## src/smlc_params.svh

```systemverilog
// constants for the serial line modem control block: offsets, fields, resets, timing
// assumes a 200 MHz system clock and a 32-bit classic wishbone register bus
`ifndef SMLC_PARAMS_SVH
`define SMLC_PARAMS_SVH

// register byte offsets, one aligned word each
`define SMLC_OFS_MODE_A   8'h00
`define SMLC_OFS_CFG2_A   8'h04
`define SMLC_OFS_MODE_B   8'h08
`define SMLC_OFS_CFG2_B   8'h0C
`define SMLC_OFS_STATUS   8'h10
`define SMLC_OFS_MASK     8'h14
`define SMLC_OFS_LINE     8'h18
`define SMLC_OFS_CTRL     8'h1C

// field positions
`define SMLC_MODE_RTS_BIT 0
`define SMLC_CTRL_WAKE    0
`define SMLC_LANE0        0
`define SMLC_STS_CTS      0
`define SMLC_STS_COLL     2

// reset values
`define SMLC_MODE_RST     1'h0
`define SMLC_CFG_RST      4'h0
`define SMLC_STS_RST      4'h0
`define SMLC_MASK_RST     4'h0

// timing: serial clock period as a divide of the system clock
`define SMLC_CLK_NS       5
`define SMLC_SER_DIV      16
`define SMLC_RES_MIN_NS   1800
`define SMLC_RES_MIN_CYC  ((`SMLC_RES_MIN_NS + `SMLC_CLK_NS - 1) / `SMLC_CLK_NS)

`endif

```

## src/smlc_pkg.sv

```systemverilog
// types shared by the serial line modem control block
// holds no constants; those live in smlc_params.svh
package smlc_pkg;

	// how the request-to-send pin is steered
	typedef enum logic [1:0] {
		SMLC_RTS_CTRL,
		SMLC_RTS_TX,
		SMLC_RTS_RX,
		SMLC_RTS_OFF
	} smlc_rts_mode_t;

	// second channel configuration register
	typedef struct packed {
		logic           cts_irq_en;
		logic           open_drain;
		smlc_rts_mode_t rts_mode;
	} smlc_cfg_t;

	// frame engine towards the line logic
	typedef struct packed {
		logic tx_bit;
		logic tx_active;
		logic tx_coll;
		logic tx_pend;
		logic rx_frame;
	} smlc_frame_in_t;

	// line logic towards the frame engine
	typedef struct packed {
		logic rx_bit;
		logic tx_enable;
		logic collision;
	} smlc_frame_out_t;

	// read-only line status word, bit 0 is channel A cts... low fields last
	typedef struct packed {
		logic       power_down;
		logic [1:0] tx_enable;
		logic [1:0] collision;
		logic [1:0] rts_n;
		logic [1:0] cts_n;
	} smlc_line_t;

endpackage

```

## src/smlc_div.sv

```systemverilog
// serial clock period divider: one-cycle enable pulse every SMLC_SER_DIV clocks
// assumes a single free-running system clock
`timescale 1ns/1ps
`include "smlc_params.svh"

module smlc_div (
	input  wire logic clk,
	input  wire logic nrst,
	output logic      ser_en
);
	logic [7:0] cnt_q;

	// free-running count, restarts on wrap so the pulse is exactly one cycle
	always_ff @(posedge clk or negedge nrst) begin
		if (!nrst) begin
			cnt_q  <= 8'h00;
			ser_en <= 1'b0;
		end else if (cnt_q == 8'(`SMLC_SER_DIV - 1)) begin
			cnt_q  <= 8'h00;
			ser_en <= 1'b1;
		end else begin
			cnt_q  <= cnt_q + 8'h01;
			ser_en <= 1'b0;
		end
	end
endmodule

```

## src/smlc_rts.sv

```systemverilog
// request-to-send pin control for one channel
// assumes frame status inputs are synchronous to clk; ser_en marks serial periods
`timescale 1ns/1ps
`include "smlc_params.svh"

module smlc_rts (
	input  wire logic                  clk,
	input  wire logic                  nrst,
	input  wire logic                  srst,
	input  wire logic                  ser_en,
	input  wire logic                  rts_bit,
	input  wire smlc_pkg::smlc_rts_mode_t mode,
	input  wire smlc_pkg::smlc_frame_in_t frame,
	output logic                       rts_n
);
	logic tx_dly_q;

	// transmission shifted by one serial period, collision bits left out
	always_ff @(posedge clk or negedge nrst) begin
		if (!nrst) begin
			tx_dly_q <= 1'b0;
		end else if (srst) begin
			tx_dly_q <= 1'b0;
		end else if (ser_en) begin
			tx_dly_q <= frame.tx_active & ~frame.tx_coll;
		end
	end

	// pin is idle high; low means request to send
	always_ff @(posedge clk or negedge nrst) begin
		if (!nrst) begin
			rts_n <= 1'b1;
		end else if (srst) begin
			rts_n <= 1'b1;
		end else begin
			case (mode)
				smlc_pkg::SMLC_RTS_CTRL: begin
					if (rts_bit) begin
						rts_n <= 1'b0;
					end else if (!frame.tx_active && !frame.tx_pend) begin
						rts_n <= 1'b1;
					end
				end
				smlc_pkg::SMLC_RTS_TX: rts_n <= ~tx_dly_q;
				smlc_pkg::SMLC_RTS_RX: rts_n <= ~frame.rx_frame;
				smlc_pkg::SMLC_RTS_OFF: rts_n <= 1'b1;
				default: rts_n <= 1'b1;
			endcase
		end
	end
endmodule

```

## src/smlc_top.sv

```systemverilog
// line-side modem control for two serial channels with a wishbone register slave
// assumes all pins synchronous to MCLK; frame engine sits outside on the frame ports
//
// Notes on behaviour
// - each channel takes receive data on its own pin, A and B apart.
// - setting the request-to-send bit in a channel mode register drives its rts low.
// - after the bit clears, rts returns high only when transmit is done and none pends.
// - a bus option drives rts low while a frame is sent, one serial period late, less collision bits.
// - a bus option in the second config register drives rts low while a frame is received.
// - a bus option disables request-to-send and holds rts high.
// - a channel transmitter may run only while its cts input is low.
// - when enabled, a change of level on cts raises an interrupt.
// - the transmit pin is push-pull or open-drain by configuration.
`timescale 1ns/1ps
`include "smlc_params.svh"

module smlc_top (
	input  wire logic                     MCLK,
	input  wire logic                     NRST,
	input  wire logic                     RESET_INPUT_PIN,
	input  wire logic                     WB_CYC_I,
	input  wire logic                     WB_STB_I,
	input  wire logic                     WB_WE_I,
	input  wire logic [7:0]               WB_ADR_I,
	input  wire logic [3:0]               WB_SEL_I,
	input  wire logic [31:0]              WB_DAT_I,
	output logic      [31:0]              WB_DAT_O,
	output logic                          WB_ACK_O,
	output logic                          INT_O,
	output logic                          POWER_DOWN,
	input  wire logic                     RECV_SERIAL_IN_A,
	input  wire logic                     RECV_SERIAL_IN_B,
	input  wire logic                     CTS_N_A,
	input  wire logic                     CTS_N_B,
	input  wire logic                     COLLISION_SENSE_IN_A,
	input  wire logic                     COLLISION_SENSE_IN_B,
	output logic                          RTS_N_A,
	output logic                          RTS_N_B,
	output logic                          XMIT_SERIAL_OUT_A,
	output logic                          XMIT_SERIAL_OUT_B,
	output logic                          XMIT_SERIAL_OE_A,
	output logic                          XMIT_SERIAL_OE_B,
	input  wire smlc_pkg::smlc_frame_in_t FRAME_IN_A,
	input  wire smlc_pkg::smlc_frame_in_t FRAME_IN_B,
	output smlc_pkg::smlc_frame_out_t     FRAME_OUT_A,
	output smlc_pkg::smlc_frame_out_t     FRAME_OUT_B
);
	// shared control
	logic                      srst;
	logic                      ser_en;
	logic                      pin_q;
	logic                      pd_q;
	logic                      rd_go;
	logic                      wr_go;
	logic [3:0]                sts_q;
	logic [3:0]                sts_d;
	logic [3:0]                sts_set;
	logic [3:0]                mask_q;
	logic [31:0]               rdata;
	smlc_pkg::smlc_line_t      line;

	// per-channel arrays, index 0 is channel A
	logic                      mode_q    [2];
	smlc_pkg::smlc_cfg_t       cfg_q     [2];
	smlc_pkg::smlc_frame_in_t  fin       [2];
	smlc_pkg::smlc_frame_out_t fout_q    [2];
	logic [1:0]                recv;
	logic [1:0]                cts_n;
	logic [1:0]                csense;
	logic [1:0]                cts_q;
	logic [1:0]                rts_n;
	logic [1:0]                txd_q;
	logic [1:0]                txoe_q;
	logic [1:0]                cts_ev;
	logic [1:0]                coll_ev;

	// reset pin holds the config, status, rts and pin registers in reset, synchronously; bus, divider and cts sample flops run on
	assign srst = RESET_INPUT_PIN;

	assign recv   = {RECV_SERIAL_IN_B, RECV_SERIAL_IN_A};
	assign cts_n  = {CTS_N_B, CTS_N_A};
	assign csense = {COLLISION_SENSE_IN_B, COLLISION_SENSE_IN_A};
	assign fin[0] = FRAME_IN_A;
	assign fin[1] = FRAME_IN_B;

	smlc_div u_div (
		.clk    (MCLK),
		.nrst   (NRST),
		.ser_en (ser_en)
	);

	// bus handshake: ack rises one edge after the strobe and lasts one cycle;
	// the write lands on the edge where the master sees ack
	assign rd_go = WB_CYC_I & WB_STB_I & ~WB_ACK_O;
	assign wr_go = WB_CYC_I & WB_STB_I & WB_ACK_O & WB_WE_I & WB_SEL_I[`SMLC_LANE0];

	always_ff @(posedge MCLK or negedge NRST) begin
		if (!NRST) begin
			WB_ACK_O <= 1'b0;
		end else begin
			WB_ACK_O <= rd_go;
		end
	end

	// read data sampled with ack so it is stable for the whole answer cycle
	always_ff @(posedge MCLK or negedge NRST) begin
		if (!NRST) begin
			WB_DAT_O <= 32'h0000_0000;
		end else if (rd_go) begin
			WB_DAT_O <= rdata;
		end
	end

	// line status word shows the block's own pin state
	always_comb begin
		line.power_down = pd_q;
		line.tx_enable  = {fout_q[1].tx_enable, fout_q[0].tx_enable};
		line.collision  = {fout_q[1].collision, fout_q[0].collision};
		line.rts_n      = rts_n;
		line.cts_n      = cts_q;
	end

	// read mux; unmapped offsets read as zero and are still acknowledged
	always_comb begin
		rdata = 32'h0000_0000;
		case (WB_ADR_I)
			`SMLC_OFS_MODE_A: rdata = {31'h0, mode_q[0]};
			`SMLC_OFS_CFG2_A: rdata = {28'h0, cfg_q[0]};
			`SMLC_OFS_MODE_B: rdata = {31'h0, mode_q[1]};
			`SMLC_OFS_CFG2_B: rdata = {28'h0, cfg_q[1]};
			`SMLC_OFS_STATUS: rdata = {28'h0, sts_q};
			`SMLC_OFS_MASK:   rdata = {28'h0, mask_q};
			`SMLC_OFS_LINE:   rdata = {23'h0, line};
			`SMLC_OFS_CTRL:   rdata = {31'h0, pd_q};
			default:          rdata = 32'h0000_0000;
		endcase
	end

	// powered while the pin is high, power-down once it falls
	always_ff @(posedge MCLK or negedge NRST) begin
		if (!NRST) begin
			pin_q <= 1'b0;
		end else begin
			pin_q <= RESET_INPUT_PIN;
		end
	end

	// power-down is left by software writing the wake bit or by the reset pin
	always_ff @(posedge MCLK or negedge NRST) begin
		if (!NRST) begin
			pd_q <= 1'b0;
		end else if (RESET_INPUT_PIN) begin
			pd_q <= 1'b0;
		end else if (pin_q) begin
			pd_q <= 1'b1;
		end else if (wr_go && WB_ADR_I == `SMLC_OFS_CTRL && WB_DAT_I[`SMLC_CTRL_WAKE]) begin
			pd_q <= 1'b0;
		end
	end

	// pin copy is cleared at once by the reset pin, not one edge later via pd_q
	always_ff @(posedge MCLK or negedge NRST) begin
		if (!NRST) begin
			POWER_DOWN <= 1'b0;
		end else if (srst) begin
			POWER_DOWN <= 1'b0;
		end else begin
			POWER_DOWN <= pd_q;
		end
	end

	// event bits: cts changes in the low pair, collisions in the high pair
	assign sts_set = {coll_ev, cts_ev};

	// write-one-to-clear; an event in the clearing cycle survives
	always_comb begin
		sts_d = sts_q | sts_set;
		if (wr_go && WB_ADR_I == `SMLC_OFS_STATUS) begin
			sts_d = (sts_q & ~WB_DAT_I[3:0]) | sts_set;
		end
	end

	always_ff @(posedge MCLK or negedge NRST) begin
		if (!NRST) begin
			sts_q <= `SMLC_STS_RST;
		end else if (srst) begin
			sts_q <= `SMLC_STS_RST;
		end else begin
			sts_q <= sts_d;
		end
	end

	always_ff @(posedge MCLK or negedge NRST) begin
		if (!NRST) begin
			mask_q <= `SMLC_MASK_RST;
		end else if (srst) begin
			mask_q <= `SMLC_MASK_RST;
		end else if (wr_go && WB_ADR_I == `SMLC_OFS_MASK) begin
			mask_q <= WB_DAT_I[3:0];
		end
	end

	// level interrupt, registered; follows the status one cycle late
	always_ff @(posedge MCLK or negedge NRST) begin
		if (!NRST) begin
			INT_O <= 1'b0;
		end else if (srst) begin
			INT_O <= 1'b0;
		end else begin
			INT_O <= |(sts_q & mask_q);
		end
	end

	// one copy of the line logic per channel; bus, divider, power-down and status are shared
	for (genvar i = 0; i < 2; i++) begin : g_ch
		localparam logic [7:0] OFS_MODE = (i == 0) ? `SMLC_OFS_MODE_A : `SMLC_OFS_MODE_B;
		localparam logic [7:0] OFS_CFG  = (i == 0) ? `SMLC_OFS_CFG2_A : `SMLC_OFS_CFG2_B;
		logic tx_bit;

		always_ff @(posedge MCLK or negedge NRST) begin
			if (!NRST) begin
				mode_q[i] <= `SMLC_MODE_RST;
			end else if (srst) begin
				mode_q[i] <= `SMLC_MODE_RST;
			end else if (wr_go && WB_ADR_I == OFS_MODE) begin
				mode_q[i] <= WB_DAT_I[`SMLC_MODE_RTS_BIT];
			end
		end

		always_ff @(posedge MCLK or negedge NRST) begin
			if (!NRST) begin
				cfg_q[i] <= smlc_pkg::smlc_cfg_t'(`SMLC_CFG_RST);
			end else if (srst) begin
				cfg_q[i] <= smlc_pkg::smlc_cfg_t'(`SMLC_CFG_RST);
			end else if (wr_go && WB_ADR_I == OFS_CFG) begin
				cfg_q[i] <= smlc_pkg::smlc_cfg_t'(WB_DAT_I[3:0]);
			end
		end

		smlc_rts u_rts (
			.clk     (MCLK),
			.nrst    (NRST),
			.srst    (srst),
			.ser_en  (ser_en),
			.rts_bit (mode_q[i]),
			.mode    (cfg_q[i].rts_mode),
			.frame   (fin[i]),
			.rts_n   (rts_n[i])
		);

		// idle line is a one whenever the transmitter is not allowed to run
		assign tx_bit = fout_q[i].tx_enable ? fin[i].tx_bit : 1'b1;

		// previous cts level for change detection
		always_ff @(posedge MCLK or negedge NRST) begin
			if (!NRST) begin
				cts_q[i] <= 1'b1;
			end else begin
				cts_q[i] <= cts_n[i];
			end
		end

		// change of cts level, when enabled
		assign cts_ev[i] = cfg_q[i].cts_irq_en & (cts_q[i] ^ cts_n[i]) & ~srst;

		// line low while our pin is released means someone else drives
		// compare against the registered pin, since tx_bit leads the pin by one edge
		assign coll_ev[i] = cfg_q[i].open_drain & fin[i].tx_active & ~txoe_q[i] & ~csense[i]
			& ~srst;

		always_ff @(posedge MCLK or negedge NRST) begin
			if (!NRST) begin
				fout_q[i] <= '0;
			end else if (srst) begin
				fout_q[i] <= '0;
			end else begin
				fout_q[i].rx_bit    <= recv[i];
				fout_q[i].tx_enable <= ~cts_n[i] & ~pd_q;
				fout_q[i].collision <= coll_ev[i];
			end
		end

		// open drain only ever pulls low; push-pull drives except while the reset pin holds both pins released
		always_ff @(posedge MCLK or negedge NRST) begin
			if (!NRST) begin
				txd_q[i]  <= 1'b1;
				txoe_q[i] <= 1'b0;
			end else if (srst) begin
				txd_q[i]  <= 1'b1;
				txoe_q[i] <= 1'b0;
			end else if (cfg_q[i].open_drain) begin
				txd_q[i]  <= 1'b0;
				txoe_q[i] <= ~tx_bit;
			end else begin
				txd_q[i]  <= tx_bit;
				txoe_q[i] <= 1'b1;
			end
		end
	end

	// pins straight from the channel flip-flops
	assign RTS_N_A           = rts_n[0];
	assign RTS_N_B           = rts_n[1];
	assign XMIT_SERIAL_OUT_A = txd_q[0];
	assign XMIT_SERIAL_OUT_B = txd_q[1];
	assign XMIT_SERIAL_OE_A  = txoe_q[0];
	assign XMIT_SERIAL_OE_B  = txoe_q[1];
	assign FRAME_OUT_A       = fout_q[0];
	assign FRAME_OUT_B       = fout_q[1];
endmodule

```

## config.mk

```make
export PLATFORM = sky130hd
export DESIGN_NAME = smlc_top
export DESIGN_NICKNAME = d
export VERILOG_FILES = /design/src/smlc_pkg.sv /design/src/smlc_div.sv /design/src/smlc_rts.sv /design/src/smlc_top.sv
export VERILOG_INCLUDE_DIRS = /design/src /design/src/src
export SDC_FILE = /design/constraint.sdc
export NUM_CORES = 1
export LEC_CHECK = 0
export ABC_AREA = 1
export BUFFER_PORTS_ARGS = -buffer_cell sky130_fd_sc_hd__buf_4
export CAP_MARGIN = 10
export CORE_ASPECT_RATIO = 1.5
export CORE_UTILIZATION = 30
export CTS_BUF_LIST = sky130_fd_sc_hd__clkbuf_16
export DETAILED_ROUTE_END_ITERATION = 8
export PLACE_DENSITY_LB_ADDON = 0.05
export SLEW_MARGIN = 40
export SYNTH_ARGS = -nofsm -noshare
export SYNTH_HDL_FRONTEND = slang
export SYNTH_SLANG_ARGS = --single-unit
```

## constraint.sdc

```tcl
create_clock -name MCLK -period 1.6 [get_ports MCLK]
set_input_delay 0.24 -clock MCLK [delete_from_list [all_inputs] [get_ports MCLK]]
set_output_delay 0.24 -clock MCLK [all_outputs]
set_load 0.005 [all_outputs]
```

==> metrics.md, run 1 <==
| Metric | Value |
|---|---|
| Outcome | completed |
| Crit Path Category | reg -> reg |
| Post-Syn Instances | roughly 330 |
| Flop pwr share | 0.419 |
| Number of global-route vias before repair | around 2.2k |
| Final instance area | roughly 0.0036 mm² |
| Multi-input logic area | 0.001137 mm² |
| Tightest Hold Check Type | in -> reg |
| Worst EP arrival | 1.57 ns |
| Min Tclk post-route | 1.324 ns |
| Tot GR Track Use | 0.1599 |
| Chip Height | 120.9 µm |
| Achievable Freq | approximately 0.76 GHz |
| H-tree levels | 3 |
| YS warnings | 0 |
| Yosys reg bits | 57 |
| Area grow syn2layout | 28.57% |
| CP bufs+invs | 1 |
| Hold Crit Depth | 1 |
| Combinational share of power | 0.086 |
| Register area share after synthesis | 0.5069 |
| Crit-path max cell delay | roughly 0.42 ns |
| Syn Area/Cell | approximately 8.6 µm² |
| CTS clk-pin slew, worst paths | around 0.050 ns |
| DR iter-0 viols | 82 |
| Routability congestion estimate from global placement | 0.8312 |
| Clock share of power | 0.496 |
| Share of layout cells above drive strength 1 | 0.2649 |
| Post_cts resized | 0 |
| Setup_tns | 0 ns |
| Sw Ratio | 0.2372 |
| Share of the synthesized area in the top cell type | 0.4511 |
| Global-route wire length before repair | approximately 11 mm |
| Die X-Extent | slightly above 80 µm |
| Number of setup buffers added after CTS | 0 |
| CP required | roughly 1.8 ns |
| CP max FO | 10 |
| Reg2reg setup slack | between 0.2 and 0.3 ns |
| Gr ovfl total | 0 |
| Max-cap violations | 0 |
| Die area | approximately 0.0098 mm² |
| Worst IR Drop VDD | between 0.6 and 0.7 mV |
| CTS tree | done |
| Critical R2R Launch | WB_ACK_O |
| DP HPWL | 5.432 mm |
| Clock latency on the worst-skew pair | around 0.32 ns |
| Port bufs | between 50 and 60 |
| Endpoints failing hold | 0 |
| Hold WS | approximately 0.041 ns |
| Overall routed net length | approximately 7.2 mm |
| Area after DPL | about 0.0033 mm² |
| Fillers | 970 |
| Design Power | between 3 and 4 mW |
| Worst reg2reg endpoint | cfg_q[2] |
| CP top delay family | flip-flops |
| Clock Skew | 0.005454 ns |
| Critical path startpoint | WB_ACK_O |
| PwrDens | 1018 mW/mm² |
| Slew Limit Fails | 0 |
| Power Internal | ~2.8 mW |
| P_sw | slightly below 900 µW |
| Detailed-route via count | between 2k and 2.5k |
| Static leakage | around 1.9 nW |
| Clock Tree Root | clkbuf_16 |
| Final setup vio count | 0 |
| N_diodes | 0 |
| Critical path, cell by cell | nand3_2, nor2_8, a31oi_2, inv_2, nand2_1, o21ai_0 |
| DRC violations left | 0 |
| Hold wc startpoint | CTS_N_B |
| Synth area leaders | dfrtp_1 45%, nand2_1 10%, buf_4 6.1% |
| Largest net degree at the start of global routing | 36 |
| DR WL/cell | 13.94 µm |
| Post-Syn Area | about 0.0028 mm² |
| Initial Util | 0.3075 |
| Core box area | 0.009200 mm² |
| Clock sinks | 57 |
| Top cell type by total area after synthesis | dfrtp_1 |
| First-pass DRT Iterations | 4 |
| Reg2Reg Depth | 6 |
| Final ANT Viol Nets | 0 |
| Final Net Count | 466 |
| RSZ-0062 raised after global routing | false |
| Vias per cell | approximately 4.5 |
| Crit-path slowest cell | dfrtp_1 |
| Num rows | 43 |
| Register area | around 0.0014 mm² |
| Yosys cell types | 35 |
| Period Utilization, post-route | 0.8275 |
| # IOs | between 100 and 150 |
| Core Util, Final | 0.3953 |
| Total CTS buffers | 9 |
| WHS Endpoint | cts_q[1] |
| Setup crit end kind | register |
| Antenna violations before repair | 0 |
| Critical Path Source Type | register |
| CTS max path bufs | 2 |
## power by group through the flow
stage / combinational (mW) / clock [mW] / sequential, mW
global route: 0.364 / 1.95 / 1.56
detailed placement: 0.324 / 0 / 1.57
global placement: 0.322 / 0 / 1.57
floorplan: 0.180 / 0 / 1.56
CTS: 0.326 / 1.89 / 1.55
finish: 0.318 / 1.84 / 1.55
## cell usage after synthesis
| master | instances |
|---|---|
| nand2_1 | 79 |
| dfrtp_1 | 51 |
| inv_1 | 32 |
| nor2_1 | 29 |
| nand3_1 | 24 |
| buf_4 | 23 |
| o21ai_0 | 19 |
| a21oi_1 | 9 |
| dfstp_2 | 6 |
| xor2_1 | 6 |
| inv_2 | 5 |
| nand2_2 | 4 |
| nor2_4 | 4 |
| nor3_1 | 4 |
| nand4_1 | 3 |
| nor4_1 | 3 |
| o2111ai_1 | 3 |
| o21ai_2 | 3 |
| buf_2 | 2 |
| nand3_2 | 2 |
| nor2_2 | 2 |
| o21ai_1 | 2 |
| o31ai_1 | 2 |
| a21oi_2 | 1 |
| a31oi_2 | 1 |
| a41oi_1 | 1 |
| buf_1 | 1 |
| buf_6 | 1 |
| clkinv_1 | 1 |
| conb_1 | 1 |
| ha_1 | 1 |
| nor2_8 | 1 |
| nor4_2 | 1 |
| o21bai_1 | 1 |
| o31ai_2 | 1 |
## registers in the layout, summed over array words and instances (netlist names), 2 cells and up
name                 flops
WB_DAT_O                 9
cts_q                    2
mask_q                   4
sts_q                    4
g_ch.u_rts.tx_dly_q      2
FRAME_OUT_B              3
g_ch.u_rts.rts_n         2
mode_q                   2
u_div.cnt_q              8
FRAME_OUT_A              3
cfg_q                    8
## repair_timing
action                                 in CTS  in global routing
setup endpoints to repair                   0                  0
hold buffers                                1                  0
endpoints found under the hold margin      20                  0
## metal layers
layer | up-vias | share of wire | GRT usage
li1 | 1150 | - | -
met1 | 1087 | 0.41 | 0.1859
met2 | 61 | 0.53 | 0.2714
met3 | 12 | 0.028 | 0.02331
met4 | 0 | 0.026 | 0.09375
met5 | - | 0 | 0
## worst register-to-register path: cells and delay by family, from the launching register on
| family | cells | cell delay (ns) |
|---|---|---|
| compound gates | 2 | 0.28 |
| buf+inv | 1 | 0.13 |
| flops | 1 | 0.42 |
| simple gates | 3 | 0.42 |
## per-stage QoR
step           worst slack, ns  cells
2_1_floorplan           0.4072    351
3_3_place_gp            0.2149    499
3_5_place_dp            0.2171    499
4_1_cts                 0.2416    516
5_1_grt                 0.1739    516
6_report                0.2760    516
## cells by family after synthesis
| family | after synthesis | share of synthesized area |
|---|---|---|
| AOI/OAI and AO/OA | 43 | 0.09465 |
| xor gates and xnor gates | 6 | 0.01858 |
| adders and majority gates | 1 | 0.004422 |
| buffers and inverters | 65 | 0.1203 |
| DFF | 57 | 0.5069 |
| other | 1 | 0.001326 |
| and+or+nand+nor | 156 | 0.2539 |
## layout by cell type (no fill, tap or decap), types with 5 or more instances in the layout
master,netlist,layout
nand3_1,24,24
o21ai_0,19,19
nor2_1,29,29
dfstp_2,6,6
a21oi_1,9,9
xor2_1,6,6
conb_1,1,23
nand2_1,79,79
inv_2,5,5
dfrtp_1,51,51
inv_1,32,33
buf_4,23,62
clkbuf_16,0,9
## final cells by class
| class | count | share of cell area |
|---|---|---|
| sequential | 57 | 0.3942 |
| multi-input combinational | 229 | 0.3127 |
| timing repair buffer | 64 | 0.1362 |
| clock buffer | 9 | 0.06192 |
| inverter | 38 | 0.03922 |
| tap | 112 | 0.03853 |
| clock inverter | 7 | 0.01720 |
## worst max-delay path by stage
stage / slack [ns] / cells after the start / endpoint
after floorplan: 0.41 / 7 / mode_q[0]
after global placement: 0.21 / 7 / cfg_q[7]
after detailed placement: 0.22 / 7 / cfg_q[7]
after CTS: 0.24 / 6 / cfg_q[2]
after global routing: 0.17 / 7 / mask_q[2]
final: 0.28 / 6 / cfg_q[2]
Note: power is estimated with default switching activity, not from simulation.
==> run 2, diff against run 1 <==
Clock period 1.6 ns to 1.2 ns, I/O delays scaled along.
==> metrics.md, run 2 (synthesized netlist as in run 1, its figures left out) <==
| Metric | Value |
|---|---|
| Critical path startpoint | u_div.cnt_q[0] |
| Setup crit end kind | register |
| Chip Height | 120.9 µm (unchanged) |
| DR WL/cell | 13.48 µm (-3.3%) |
| Register area | 0.001434 mm² (unchanged) |
| Gr ovfl total | 0 (unchanged) |
| Antenna violations before repair | 0 (unchanged) |
| PwrDens | 1219 mW/mm² (+20%) |
| Top flop regs | WB_DAT_O (9), cfg_q (8), u_div.cnt_q (8) |
| Total CTS buffers | 9 (unchanged) |
| Final Net Count | 492 (+5.6%) |
| Endpoints failing hold | 0 (unchanged) |
| Initial Util | 0.3075 (unchanged) |
| Static leakage | 1.990 nW (+6.9%) |
| Num rows | 43 (unchanged) |
| Max-cap violations | 0 (unchanged) |
| Achievable Freq | 0.8353 GHz (+11%) |
| Clock Tree Root | clkbuf_16 |
| Multi-input logic area | 0.001200 mm² (+5.5%) |
| Worst IR Drop VDD | 0.7980 mV (+22%) |
| Hold wc startpoint | RECV_SERIAL_IN_B |
| Reg2Reg Depth | 5 (-1) |
| Worst reg2reg endpoint | u_div.cnt_q[3] |
| DR iter-0 viols | 110 (+34%) |
| Vias per cell | 4.448 (-0.63%) |
| Area grow syn2layout | 38.43% |
| Largest net degree at the start of global routing | 28 (-22%) |
| Die area | 0.009830 mm² (unchanged) |
| Outcome | completed |
| Dpl ws | -0.06913 ns (-0.2862 ns) |
| Core Util, Final | 0.4257 (+0.03033) |
| Critical R2R Launch | u_div.cnt_q[0] |
| CP required | 1.41 ns (-0.43 ns) |
| Reg2reg setup slack | 0.003 ns (-0.27 ns) |
| RSZ-0062 raised after global routing | true |
| DP HPWL | 5.617 mm (+3.4%) |
| # IOs | 113 (unchanged) |
| Min Tclk post-route | 1.197 ns (-0.1269 ns) |
| CTS tree | done |
| Critical Path Source Type | register |
| Die X-Extent | 81.29 µm (unchanged) |
| CTS max path bufs | 2 (unchanged) |
| Global-route wire length before repair | 12.10 mm (+7.1%) |
| Share of layout cells above drive strength 1 | 0.3326 (+0.06771) |
| Crit Path Category | reg -> reg |
| WHS Endpoint | FRAME_OUT_B[2] |
| Worst EP arrival | 1.41 ns (-0.16 ns) |
| Fillers | 945 (-2.6%) |
| N_diodes | 0 (unchanged) |
| Commonest cells after routing, fill and taps aside | 81 x buf_4, 73 x nand2_1, 51 x dfrtp_1 |
| Core box area | 0.009200 mm² (unchanged) |
| CP max FO | 5 (-5) |
| Hold Crit Depth | 3 (+2) |
| Port bufs | 58 (unchanged) |
| Period Utilization, post-route | 0.9976 (+0.1701) |
| Overall routed net length | 7.305 mm (+1.6%) |
| Slew Limit Fails | 0 (unchanged) |
| H-tree levels | 3 (unchanged) |
| First-pass DRT Iterations | 6 (+2) |
| Final instance area | 0.003916 mm² (+7.7%) |
| Final WS setup | 0.002874 ns (-0.2731 ns) |
| Max reg flops | 9 (unchanged) |
| Most flops, register | WB_DAT_O |
| CTS clk-pin slew, worst paths | 0.05 ns (about the same) |
| Detailed-route via count | 2411 (+4.4%) |
| Number of global-route vias before repair | 2460 (+11%) |
| Clock latency on the worst-skew pair | 0.33 ns (about the same) |
| Tot GR Track Use | 0.1692 (+0.009318) |
| Final ANT Viol Nets | 0 (unchanged) |
| DRC violations left | 0 (unchanged) |
| Final setup vio count | 0 (unchanged) |
| Commonest non-fill, non-tap cell in the layout | buf_4 |
| Clock Skew | 0.004870 ns (-0.0005831 ns) |
| Routability congestion estimate from global placement | 0.7650 (-8.0%) |
| Clock sinks | 57 (unchanged) |
| Tightest Hold Check Type | in -> reg |
| Area after DPL | 0.003500 mm² (+4.8%) |
run 2: changes by cell type in the layout (fill, tap and decap cells not counted), sizes merged:
cell / delta
buf: +24
inv: -1
bufinv: -1
clkinv: +2
dlygate4sd3: +2
run 2: worst max path at each step:
stage                     cells past startpoint        endpoint
after floorplan                               7       mode_q[0]
after global placement                        9       mode_q[0]
after detailed placement                      4  u_div.cnt_q[6]
after CTS                                     7       mode_q[0]
after global routing                          5  u_div.cnt_q[0]
final                                         5  u_div.cnt_q[3]
run 2: layout make-up:
cell class                      instances  share of cell area
Timing Repair Buffer                   90              0.1869
Clock buffer                            9             0.05751
Multi-Input combinational cell        229              0.3064
Sequential cell                        57              0.3661
Tap cell                              112             0.03578
Clock inverter                          7            0.009585
Inverter                               38             0.03770
run 2: per-stage QoR:
stage / instances / TNS, ns / hold WS [ns] / power, mW
4_1_cts: 538 / -0.3641 / 0.05078 / 4.846
3_3_place_gp: 517 / -0.3244 / 0.06312 / 2.556
2_1_floorplan: 351 / 0 / -0.1156 / 2.318
3_5_place_dp: 517 / -0.3187 / 0.06144 / 2.558
6_report: 542 / 0 / 0.06489 / 4.773
5_1_grt: 542 / -1.511 / 0.06794 / 5.019
run 2: where the power goes:
part / leakage [nW] / switching, mW / internal (mW)
combinational: 1.12 / 0.264 / 0.223
clock: 0.128 / 0.858 / 1.37
sequential: 0.746 / 0.0573 / 2.01
run 2: metal layers:
metal | vias to the layer above | part of all wire | track usage
met5 | - | 0 | 0
met2 | 52 | 0.54 | 0.2828
met4 | 0 | 0.017 | 0.07478
li1 | 1208 | - | -
met1 | 1142 | 0.41 | 0.1977
met3 | 9 | 0.038 | 0.04586
run 2: repair_timing:
item | 4_1_cts | 5_1_grt
hold buffers | 3 | 0
gates resized for setup | 7 | 19
setup endpoints to repair | 15 | 36
hold endpoints to repair | 40 | 0
buffers inserted | 2 | 4
pin swaps | 7 | 10
cloned | 0 | 0
run 2: worst max-delay path: stages, from the launching register on:
cell and delay, ns:
dfrtp_1 0.36, ha_2 0.20, nand4_1 0.14, nor4_2 0.16, buf_4 0.18, nor2_1 0.04
